## src/core/cmd_status_pkg.sv

```systemverilog
// constants and carrier types for the channel command/status register bank
package cmd_status_pkg;

  localparam int           REG_W            = 16;
  localparam int           PTR_W            = 5;
  // register indices on the internal address (printed values)
  localparam logic [4:0]   IDX_CMD_ADDR     = 5'h00;
  localparam logic [4:0]   IDX_CMD_STATUS   = 5'h02;
  // cmd_addr_reg field positions
  localparam int           CA_CONT_BIT      = 7;
  localparam int           CA_BYTE_BIT      = 6;
  localparam int           CA_PTR_LSB       = 1;
  localparam int           CA_UPPER_BIT     = 0;
  // cmd_status_reg field positions
  localparam int           CS_OVFL_BIT      = 15;
  localparam int           CS_AVAIL_BIT     = 14;
  localparam int           CS_PURGE_BIT     = 13;
  localparam int           CS_LOCK_BIT      = 12;
  localparam int           CS_MISS2_BIT     = 11;
  localparam int           CS_MISS1_BIT     = 10;
  localparam int           CS_EDGE_LSB      = 8;
  localparam int           CS_ON_LOOP_FLAG_BIT    = 7;
  localparam int           CS_SEND_BIT      = 6;
  localparam int           CS_RES_LSB       = 2;
  localparam int           CS_TX_ACK_PIN_BIT     = 1;
  localparam int           CS_RX_ACK_PIN_BIT     = 0;
  // reset values and the ack-pin status mode code
  localparam logic [1:0]   EDGE_RST         = 2'h0;
  localparam logic [2:0]   RES_RST          = 3'h0;
  localparam logic [1:0]   ACK_MODE_STATUS  = 2'h0;
  // ack pins idle high, so synchronisers start there
  localparam logic [1:0]   PIN_IDLE         = 2'h3;
  // count fifo: five entries, each a finished frame count
  localparam int           FIFO_DEPTH       = 5;
  localparam int           CNT_W            = 16;

  typedef enum logic [1:0] {
    EDGE_BOTH    = 2'b00,
    EDGE_RISE    = 2'b01,
    EDGE_FALL    = 2'b10,
    EDGE_FREERUN = 2'b11
  } pll_edge_t;

  // bus request carrier
  typedef struct packed {
    logic             wr;     // write strobe
    logic             rd;     // read strobe
    logic [PTR_W-1:0] addr;   // direct register address
    logic [REG_W-1:0] wdata;  // write data
    logic             bus16;  // 16-bit bus configured
  } bus_req_t;

  // pll events from the receive clock recovery
  typedef struct packed {
    logic sync;   // pll achieved lock
    logic miss1;  // single missing transition
    logic miss2;  // two consecutive missing transitions
  } pll_evt_t;

endpackage : cmd_status_pkg

```

## src/core/cmd_status_regs.sv

```systemverilog
// channel command/address and command/status register bank
`timescale 1ns/100ps
module cmd_status_regs
  import cmd_status_pkg::*;
(
  input  wire logic                    I_SYS_CLK,       // 250 MHz clock
  input  wire logic                    I_RSTN,          // sync reset, low
  input  wire cmd_status_pkg::bus_req_t I_BUS,          // register access
  input  wire cmd_status_pkg::pll_evt_t I_PLL_EVT,      // pll event pulses
  input  wire logic                    I_BIPHASE,       // biphase coding active
  input  wire logic                    I_CV_ACCEPT,     // code_violation_accept
  input  wire logic                    I_RCC_EN,        // rx_char_counter enabled
  input  wire logic                    I_CNT_PUSH,      // frame count arrives
  input  wire logic [cmd_status_pkg::CNT_W-1:0] I_CNT_DATA, // frame count
  input  wire logic                    I_CNT_POP,       // count consumed
  input  wire logic                    I_SLAVE_MONO,    // slaved monosync mode
  input  wire logic                    I_HDLC_LOOP,     // hdlc loop mode
  input  wire logic                    I_TX_ACTIVE,     // transmitter active
  input  wire logic                    I_LOOP_INSERTED, // channel in the loop
  input  wire logic                    I_TX_OWN_DATA,   // tx sending own data
  input  wire logic                    I_CHAN_LOAD_DONE,// load dma list ended
  input  wire logic [1:0]              I_TX_ACK_MODE,   // tx_ack_pin_mode
  input  wire logic [1:0]              I_RX_ACK_MODE,   // rx_ack_pin_mode
  input  wire logic                    I_TX_ACK_PIN_N,  // tx_ack_pin, async
  input  wire logic                    I_RX_ACK_PIN_N,  // rx_ack_pin, async
  output logic [cmd_status_pkg::REG_W-1:0] O_RDATA,     // read data
  output logic                         O_RVALID,        // read data valid
  output logic [cmd_status_pkg::PTR_W-1:0] O_TARGET,    // register reached
  output logic                         O_BYTE_ACC,      // byte-wide access
  output logic                         O_UPPER_BYTE,    // upper byte selected
  output logic                         O_IND_STB,       // indirect access pulse
  output logic                         O_CHAN_LOAD_RUN, // channel load continues
  output logic [1:0]                   O_PLL_EDGE,      // pll_edge_select
  output logic [2:0]                   O_TX_LAST_BITS,  // tx_last_bits
  output logic [cmd_status_pkg::CNT_W-1:0] O_CNT_HEAD   // count fifo head
);
  import cmd_status_pkg::*;

  // two-stage synchronisers for the ack pins
  logic [1:0] ack_s1_reg, ack_s1_next, ack_s2_reg, ack_s2_next;

  logic             cont_reg, cont_next, bw_reg, bw_next, ul_reg, ul_next;
  logic             lock_reg, lock_next, miss2_reg, miss2_next, miss1_reg, miss1_next;
  logic             on_loop_flag_reg, on_loop_flag_next, rvalid_reg, rvalid_next, ind_reg, ind_next;
  logic             byte_reg, byte_next, upper_reg, upper_next, run_reg, run_next;
  logic [PTR_W-1:0] ptr_reg, ptr_next, tgt_reg, tgt_next, eff_addr;
  logic [1:0]       edge_reg, edge_next;
  logic [2:0]       res_reg, res_next;
  logic [REG_W-1:0] rdata_reg, rdata_next, cs_view, ca_view;
  logic [CNT_W-1:0] fifo_head;
  logic             fifo_nonempty, fifo_ovf, purge, acc, ca_wr, cs_wr, ind_acc;

  // write-one-to-clear with set priority over the clear
  function automatic logic w1c(input logic cur, input logic set, input logic clr);
    return set | (cur & ~clr);
  endfunction : w1c

  // accesses to the command/address location go indirect while a pointer is held
  always_comb begin
    acc      = I_BUS.wr | I_BUS.rd;
    ind_acc  = acc && (I_BUS.addr == IDX_CMD_ADDR) && (ptr_reg != IDX_CMD_ADDR);
    eff_addr = ind_acc ? ptr_reg : I_BUS.addr;
    ca_wr    = I_BUS.wr && (eff_addr == IDX_CMD_ADDR);
    cs_wr    = I_BUS.wr && (eff_addr == IDX_CMD_STATUS);
    purge    = cs_wr && I_BUS.wdata[CS_PURGE_BIT];
  end

  always_comb begin
    cs_view = '0;
    cs_view[CS_OVFL_BIT]  = fifo_ovf;
    cs_view[CS_AVAIL_BIT] = fifo_nonempty;
    cs_view[CS_LOCK_BIT]  = lock_reg;
    cs_view[CS_MISS2_BIT] = miss2_reg;
    cs_view[CS_MISS1_BIT] = miss1_reg;
    cs_view[CS_EDGE_LSB +: 2] = edge_reg;
    cs_view[CS_ON_LOOP_FLAG_BIT] = on_loop_flag_reg;
    cs_view[CS_SEND_BIT]  = I_HDLC_LOOP & I_TX_OWN_DATA;
    cs_view[CS_RES_LSB +: 3] = res_reg;
    cs_view[CS_TX_ACK_PIN_BIT] = (I_TX_ACK_MODE == ACK_MODE_STATUS) & ~ack_s2_reg[1];
    cs_view[CS_RX_ACK_PIN_BIT] = (I_RX_ACK_MODE == ACK_MODE_STATUS) & ~ack_s2_reg[0];
    ca_view = '0;
    ca_view[CA_CONT_BIT] = cont_reg;   // write-only fields read as zero
  end

  always_comb begin
    cont_next  = cont_reg;
    bw_next    = bw_reg;
    ptr_next   = ptr_reg;
    ul_next    = ul_reg;
    edge_next  = edge_reg;
    res_next   = res_reg;
    rdata_next = rdata_reg;
    rvalid_next = 1'b0;
    tgt_next   = tgt_reg;
    byte_next  = byte_reg;
    upper_next = upper_reg;
    ind_next   = 1'b0;
    if (acc) begin
      tgt_next   = eff_addr;
      byte_next  = I_BUS.bus16 ? bw_reg : 1'b1;
      upper_next = ul_reg;
    end
    if (ind_acc) begin
      ind_next = 1'b1;
      bw_next  = 1'b0;
      ptr_next = '0;
      ul_next  = 1'b0;
    end
    if (ca_wr) begin
      cont_next = I_BUS.wdata[CA_CONT_BIT];
      bw_next   = I_BUS.wdata[CA_BYTE_BIT];
      ptr_next  = I_BUS.wdata[CA_PTR_LSB +: PTR_W];
      ul_next   = I_BUS.wdata[CA_UPPER_BIT];
    end
    if (I_CHAN_LOAD_DONE) begin
      cont_next = 1'b0;
    end
    if (cs_wr) begin
      edge_next = I_BUS.wdata[CS_EDGE_LSB +: 2];
      res_next  = I_BUS.wdata[CS_RES_LSB +: 3];
    end
    if (I_BUS.rd) begin
      rvalid_next = 1'b1;
      if (eff_addr == IDX_CMD_STATUS) begin
        rdata_next = cs_view;
      end else if (eff_addr == IDX_CMD_ADDR) begin
        rdata_next = ca_view;
      end else begin
        rdata_next = '0;   // other registers live outside this bank
      end
      // byte reads land in the low lane
      if (I_BUS.bus16 ? bw_reg : 1'b1) begin
        rdata_next = ul_reg ? {8'h00, rdata_next[15:8]} : {8'h00, rdata_next[7:0]};
      end
    end
    run_next = cont_next;
  end

  // sticky status flags lock, miss2 and miss1; set wins over a same-cycle clear
  always_comb begin
    ack_s1_next = {I_TX_ACK_PIN_N, I_RX_ACK_PIN_N};
    ack_s2_next = ack_s1_reg;
    lock_next  = w1c(lock_reg, I_PLL_EVT.sync,
                     cs_wr & I_BUS.wdata[CS_LOCK_BIT]);
    miss2_next = w1c(miss2_reg, I_BIPHASE & I_PLL_EVT.miss2,
                     cs_wr & I_BUS.wdata[CS_MISS2_BIT]);
    miss1_next = w1c(miss1_reg, I_BIPHASE & ~I_CV_ACCEPT & I_PLL_EVT.miss1,
                     cs_wr & I_BUS.wdata[CS_MISS1_BIT]);
    if (I_SLAVE_MONO) begin
      on_loop_flag_next = on_loop_flag_reg | I_TX_ACTIVE;
    end else if (I_HDLC_LOOP) begin
      on_loop_flag_next = I_LOOP_INSERTED;
    end else begin
      on_loop_flag_next = 1'b0;
    end
  end

  always_ff @(posedge I_SYS_CLK) begin
    if (!I_RSTN) begin
      cont_reg   <= 1'b0;
      bw_reg     <= 1'b0;
      ptr_reg    <= '0;
      ul_reg     <= 1'b0;
      lock_reg   <= 1'b0;
      miss2_reg  <= 1'b0;
      miss1_reg  <= 1'b0;
      edge_reg   <= EDGE_RST;
      on_loop_flag_reg <= 1'b0;
      res_reg    <= RES_RST;
      rdata_reg  <= '0;
      rvalid_reg <= 1'b0;
      tgt_reg    <= '0;
      byte_reg   <= 1'b0;
      upper_reg  <= 1'b0;
      ind_reg    <= 1'b0;
      run_reg    <= 1'b0;
      ack_s1_reg <= PIN_IDLE;
      ack_s2_reg <= PIN_IDLE;
    end else begin
      cont_reg   <= cont_next;
      bw_reg     <= bw_next;
      ptr_reg    <= ptr_next;
      ul_reg     <= ul_next;
      lock_reg   <= lock_next;
      miss2_reg  <= miss2_next;
      miss1_reg  <= miss1_next;
      edge_reg   <= edge_next;
      on_loop_flag_reg <= on_loop_flag_next;
      res_reg    <= res_next;
      rdata_reg  <= rdata_next;
      rvalid_reg <= rvalid_next;
      tgt_reg    <= tgt_next;
      byte_reg   <= byte_next;
      upper_reg  <= upper_next;
      ind_reg    <= ind_next;
      run_reg    <= run_next;
      ack_s1_reg <= ack_s1_next;
      ack_s2_reg <= ack_s2_next;
    end
  end

  count_fifo #(
    .DEPTH (FIFO_DEPTH),
    .W     (CNT_W)
  ) u_count_fifo (
    .i_clk      (I_SYS_CLK),
    .i_rstn     (I_RSTN),
    .i_en       (I_RCC_EN),
    .i_push     (I_CNT_PUSH),
    .i_data     (I_CNT_DATA),
    .i_pop      (I_CNT_POP),
    .i_purge    (purge),
    .o_data     (fifo_head),
    .o_nonempty (fifo_nonempty),
    .o_overflow (fifo_ovf)
  );

  // head is registered inside the fifo; exposed as-is
  assign O_CNT_HEAD      = fifo_head;
  assign O_RDATA         = rdata_reg;
  assign O_RVALID        = rvalid_reg;
  assign O_TARGET        = tgt_reg;
  assign O_BYTE_ACC      = byte_reg;
  assign O_UPPER_BYTE    = upper_reg;
  assign O_IND_STB       = ind_reg;
  assign O_CHAN_LOAD_RUN = run_reg;
  assign O_PLL_EDGE      = edge_reg;
  assign O_TX_LAST_BITS  = res_reg;
endmodule : cmd_status_regs

```

## src/core/count_fifo.sv

```systemverilog
// receive character-count fifo with overflow and purge
`timescale 1ns/100ps
module count_fifo #(
  parameter int DEPTH = cmd_status_pkg::FIFO_DEPTH,
  parameter int W     = cmd_status_pkg::CNT_W
) (
  input  wire logic         i_clk,    // system clock
  input  wire logic         i_rstn,   // sync reset, low
  input  wire logic         i_en,     // counter enabled
  input  wire logic         i_push,   // frame count arrives
  input  wire logic [W-1:0] i_data,   // frame count
  input  wire logic         i_pop,    // entry consumed
  input  wire logic         i_purge,  // empty and clear flags
  output logic [W-1:0]      o_data,   // head entry
  output logic              o_nonempty, // at least one entry
  output logic              o_overflow  // push while full without a pop
);
  import cmd_status_pkg::*;
  localparam int AW = $clog2(DEPTH + 1);

  logic [W-1:0]  mem_reg  [DEPTH];
  logic [W-1:0]  mem_next [DEPTH];
  logic [AW-1:0] cnt_reg, cnt_next;
  logic          ovf_reg, ovf_next;
  logic          full, do_push, do_pop;

  always_comb begin
    full     = (cnt_reg == AW'(DEPTH));
    do_pop   = i_pop && (cnt_reg != '0);
    do_push  = i_en && i_push && (!full || do_pop);
    mem_next = mem_reg;
    cnt_next = cnt_reg;
    ovf_next = ovf_reg;
    if (do_pop) begin
      for (int k = 0; k < DEPTH - 1; k++) begin
        mem_next[k] = mem_reg[k+1];
      end
    end
    if (do_push) begin
      mem_next[do_pop ? cnt_reg - AW'(1) : cnt_reg] = i_data;
    end
    cnt_next = cnt_reg + AW'(do_push) - AW'(do_pop);
    if (i_en && i_push && full && !do_pop) begin
      ovf_next = 1'b1;
    end
    if (i_purge) begin
      cnt_next = '0;
      ovf_next = 1'b0;
    end
  end

  always_ff @(posedge i_clk) begin
    if (!i_rstn) begin
      cnt_reg <= '0;
      ovf_reg <= 1'b0;
      for (int k = 0; k < DEPTH; k++) begin
        mem_reg[k] <= '0;
      end
    end else begin
      cnt_reg <= cnt_next;
      ovf_reg <= ovf_next;
      mem_reg <= mem_next;
    end
  end

  assign o_data     = mem_reg[0];
  assign o_nonempty = (cnt_reg != '0);
  assign o_overflow = ovf_reg;
endmodule : count_fifo

```

## config.mk

```make
export PLATFORM = sky130hd
export DESIGN_NAME = cmd_status_regs
export DESIGN_NICKNAME = d
export VERILOG_FILES = /design/src/core/cmd_status_pkg.sv /design/src/core/cmd_status_regs.sv /design/src/core/count_fifo.sv
export SDC_FILE = /design/constraint.sdc
export NUM_CORES = 1
export LEC_CHECK = 0
export BUFFER_PORTS_ARGS = -buffer_cell sky130_fd_sc_hd__buf_2
export CELL_PAD_IN_SITES_DETAIL_PLACEMENT = 2
export CELL_PAD_IN_SITES_GLOBAL_PLACEMENT = 2
export CORE_MARGIN = 10
export CORE_UTILIZATION = 34
export DETAILED_ROUTE_END_ITERATION = 10
export PLACE_DENSITY = 0.88
export SLEW_MARGIN = 20
export SYNTH_ARGS = -nofsm -noshare
export SYNTH_HDL_FRONTEND = slang
export SYNTH_SLANG_ARGS = --single-unit
```

## constraint.sdc

```tcl
create_clock -name I_SYS_CLK -period 4.1 [get_ports I_SYS_CLK]
set_input_delay 0.205 -clock I_SYS_CLK [delete_from_list [all_inputs] [get_ports I_SYS_CLK]]
set_output_delay 0.205 -clock I_SYS_CLK [all_outputs]
set_load 0.01 [all_outputs]
```

==> results.cfg <==
[run_status]
outcome = complete, no violations

[die]
initial_core_util = 0.3501
core.rowCount = 48
coreArea_mm2 = 0.01748
fp.dieH_um = 154.1
design.portCount = 109
die_area_mm2 = 0.02376
die-width_um = 154.1

[drt]
antenna_violating_nets_post_route = 0
routed_wirelength_mm = 22.71
drc = 0
wire_per_inst_um = 23.07
drtIter0Drc = 308
routed-via-count = 5484
routed_via_density = 5.573
drt-pass1-iter-count = 4

[critical_path]
cell_at_the_slowest_stage_of_the_critical_path = and4bb_1
critical_path_class = flip-flop to flip-flop
critPathMostFrequentCell = buf_4
critPathTopFamily = buffers and inverters
path_depth = 8
startpoint_type = flip-flop
cp_num_buf_inv = 3
path_cells = inv_1, ha_1, and2b_2, buf_4, nor3_4, and4bb_1, buf_4, mux2i_1
critical-path-max-stage-delay_ps = 730
worst_reg_to_reg_cells = 8
arrival_ps = 3460
worst-path-max-fanout = 66
worstSetupEndpointType = flip-flop
crit_required_ps = 4450

[synth]
synthDominantCellAreaShare = 0.4188
syn_area_mm2 = 0.006118
ys.flop_type = dfxtp_1
register_bit_count_reported_by_yosys = 128
synthMostInstantiatedCell = dfxtp_1
synth_top_area_cell = dfxtp_1
edff_count_synth = 0
ys_seq_area_frac = 0.4188
ys_top_cells_by_area = dfxtp_1, mux2i_1, a21o_1
synth_cell_types = 52
synth_cell_count_leaders = dfxtp_1, mux2i_1, o21ai_0, nand3_1, a21o_1
mapped_avg_cell_area_um2 = 9.051
async_reset_ff_frac = 0
synthesis.instances = 676
synthesis.yosys.warnings = 0

[timing]
post-route-worst-setup-slack_ps = 993.0
finalCriticalPeriod_ps = 3107
slew_headroom = 0.2949
setup-tns-final_ps = 0
final_max_slew_viol_count = 0
fmax_ghz = 0.3219
grt_setup_unrepaired = no
worst_pin_slew_ps = 1058
final.setup_skew_ps = 11.10
finalSetupViolations = 0
report.final.hold_viol_count = 0
timing.final.crit_share = 0.7578

[power_and_ir_drop]
power.switching_fraction = 0.3402
sequentialPowerShare = 0.347
net-switching-power_mw = 1.388
power.leakage_nw = 3.079
fin_total_pwr_mw = 4.080
pwr-share-clk = 0.400
cellPowerDensity_mw_per_mm2 = 557.0
pwr-share-comb = 0.253
internal_cell_power_mw = 2.692
peakVddDrop_mv = 0.3617

[global_routing]
grt_use_met3 = 0.05272
grtUsageMet1 = 0.2016
grt_max_degree = 67
wire_length_of_the_first_global_routing_pass_mm = 36.34
gr_met2_demand_resource = 0.3382
grt.busiest_layer = met2
initial_antenna_violation_count = 1
grt_pass1_vias = 6405
groute.usage.overall = 0.1906
globalRouteOverflowTotal = 0

[clock_tree]
clkLatencyLatePin_ps = 440
cts_resized = 0
cts_buffers = 17
tritoncts_num_sinks = 128
cts_buffer_depth = 2
clock_tree.htree_level_count = 4
ctsRootBufferMaster = clkbuf_16
cts.clk_slew.worst_paths_ps = 60
tritoncts = yes

[finish]
num-fill-cells = 1897
area_delta_synth_final_pct = 19.73
layout_cell_share_with_drive_strength_beyond_1 = 0.2164
fin_util = 0.4192
final_net_count = 813

[place]
pre_cts_ws_ps = 1054
numPortBuffers = 104
gp_congestion = 0.8133
hpwl_mm = 14.07

[run]
number_of_violations_of_the_max_capacitance_limit = 0

[worst_hold_path]
hold_path.class = primary input to flip-flop
holdPathStages = 2
[layout make-up]
| class | instances | area, um2 | area share |
|---|---|---|---|
| sequential | 128 | 2562 | 0.3498 |
| multi-input combinational | 468 | 3146 | 0.4294 |
| clock inverter | 11 | 152.6 | 0.02084 |
| clock buffer | 21 | 480.5 | 0.06558 |
| antenna | 1 | 2.502 | 0.0003416 |
| inverter | 8 | 30.03 | 0.004099 |
| tap | 225 | 281.5 | 0.03843 |
| timing repair buffer | 122 | 670.6 | 0.09155 |
[through the flow]
| stage | hold slack, ps | cell area [um2] | cells |
|---|---|---|---|
| 6_report | 23.71 | 7326 | 984 |
| 2_1_floorplan | 284.3 | 6122 | 677 |
| 3_3_place_gp | 371.6 | 6625 | 945 |
| 3_5_place_dp | 385.1 | 6625 | 945 |
| 4_1_cts | 1.988 | 7318 | 983 |
| 5_1_grt | 26.21 | 7326 | 984 |
[power by group through the flow]
| stage | logic [mW] | clock network (mW) | registers (mW) |
|---|---|---|---|
| finish | 1.03 | 1.63 | 1.42 |
| global route | 1.13 | 1.72 | 1.43 |
| CTS | 1.04 | 1.65 | 1.42 |
| detailed placement | 1.00 | 0 | 1.44 |
| global placement | 0.947 | 0 | 1.43 |
| floorplan | 0.751 | 0 | 1.42 |
[layout by cell type, fill, tap and decap left out, types with 17 or more instances in the layout]
cell type	n
nor2_1	17
buf_2	104
nand2_1	61
mux2i_1	91
o21ai_0	77
a21oi_1	17
a21o_1	64
clkbuf_16	17
dfxtp_1	128
nand3_1	66
[per-layer routing]
metal  share of wire  wire, um  vias to the layer above
met5               0         0                        -
met4           0.037       837                        0
met3           0.041       922                       55
met2            0.53     12000                      131
met1            0.39      8948                     2776
li1                -         -                     2522
[final timing paths]
check                                          start                                 end  slack (ps)
hold reg to reg             ack_s1_reg[0]$_SDFF_PN1_            ack_s2_reg[0]$_SDFF_PN1_         420
setup / recovery  u_count_fifo.cnt_reg[1]$_SDFF_PP0_   u_count_fifo.o_data[3]$_SDFF_PN0_         990
hold / removal                             I_BUS[14]  u_count_fifo.cnt_reg[2]$_SDFF_PP0_          20
setup reg to reg  u_count_fifo.cnt_reg[1]$_SDFF_PP0_   u_count_fifo.o_data[3]$_SDFF_PN0_         990
[cell families (layout without fill, tap and decap cells)]
kind of cell	count (synthesis)	count (layout)	share of synthesized area
other cells	1	3	0.0006129
buf+inv	81	162	0.07014
xor+xnor	2	2	0.002864
simple gates	176	176	0.1450
fa+ha+maj	6	6	0.01350
mux	92	92	0.1507
compound gates	190	190	0.1984
flops	128	128	0.4188
[repair_timing]
item,CTS,global route
buffers inserted,0,0
hold buffers,6,0
hold endpoints to repair,6,0
(Power assumes the default switching activity.)
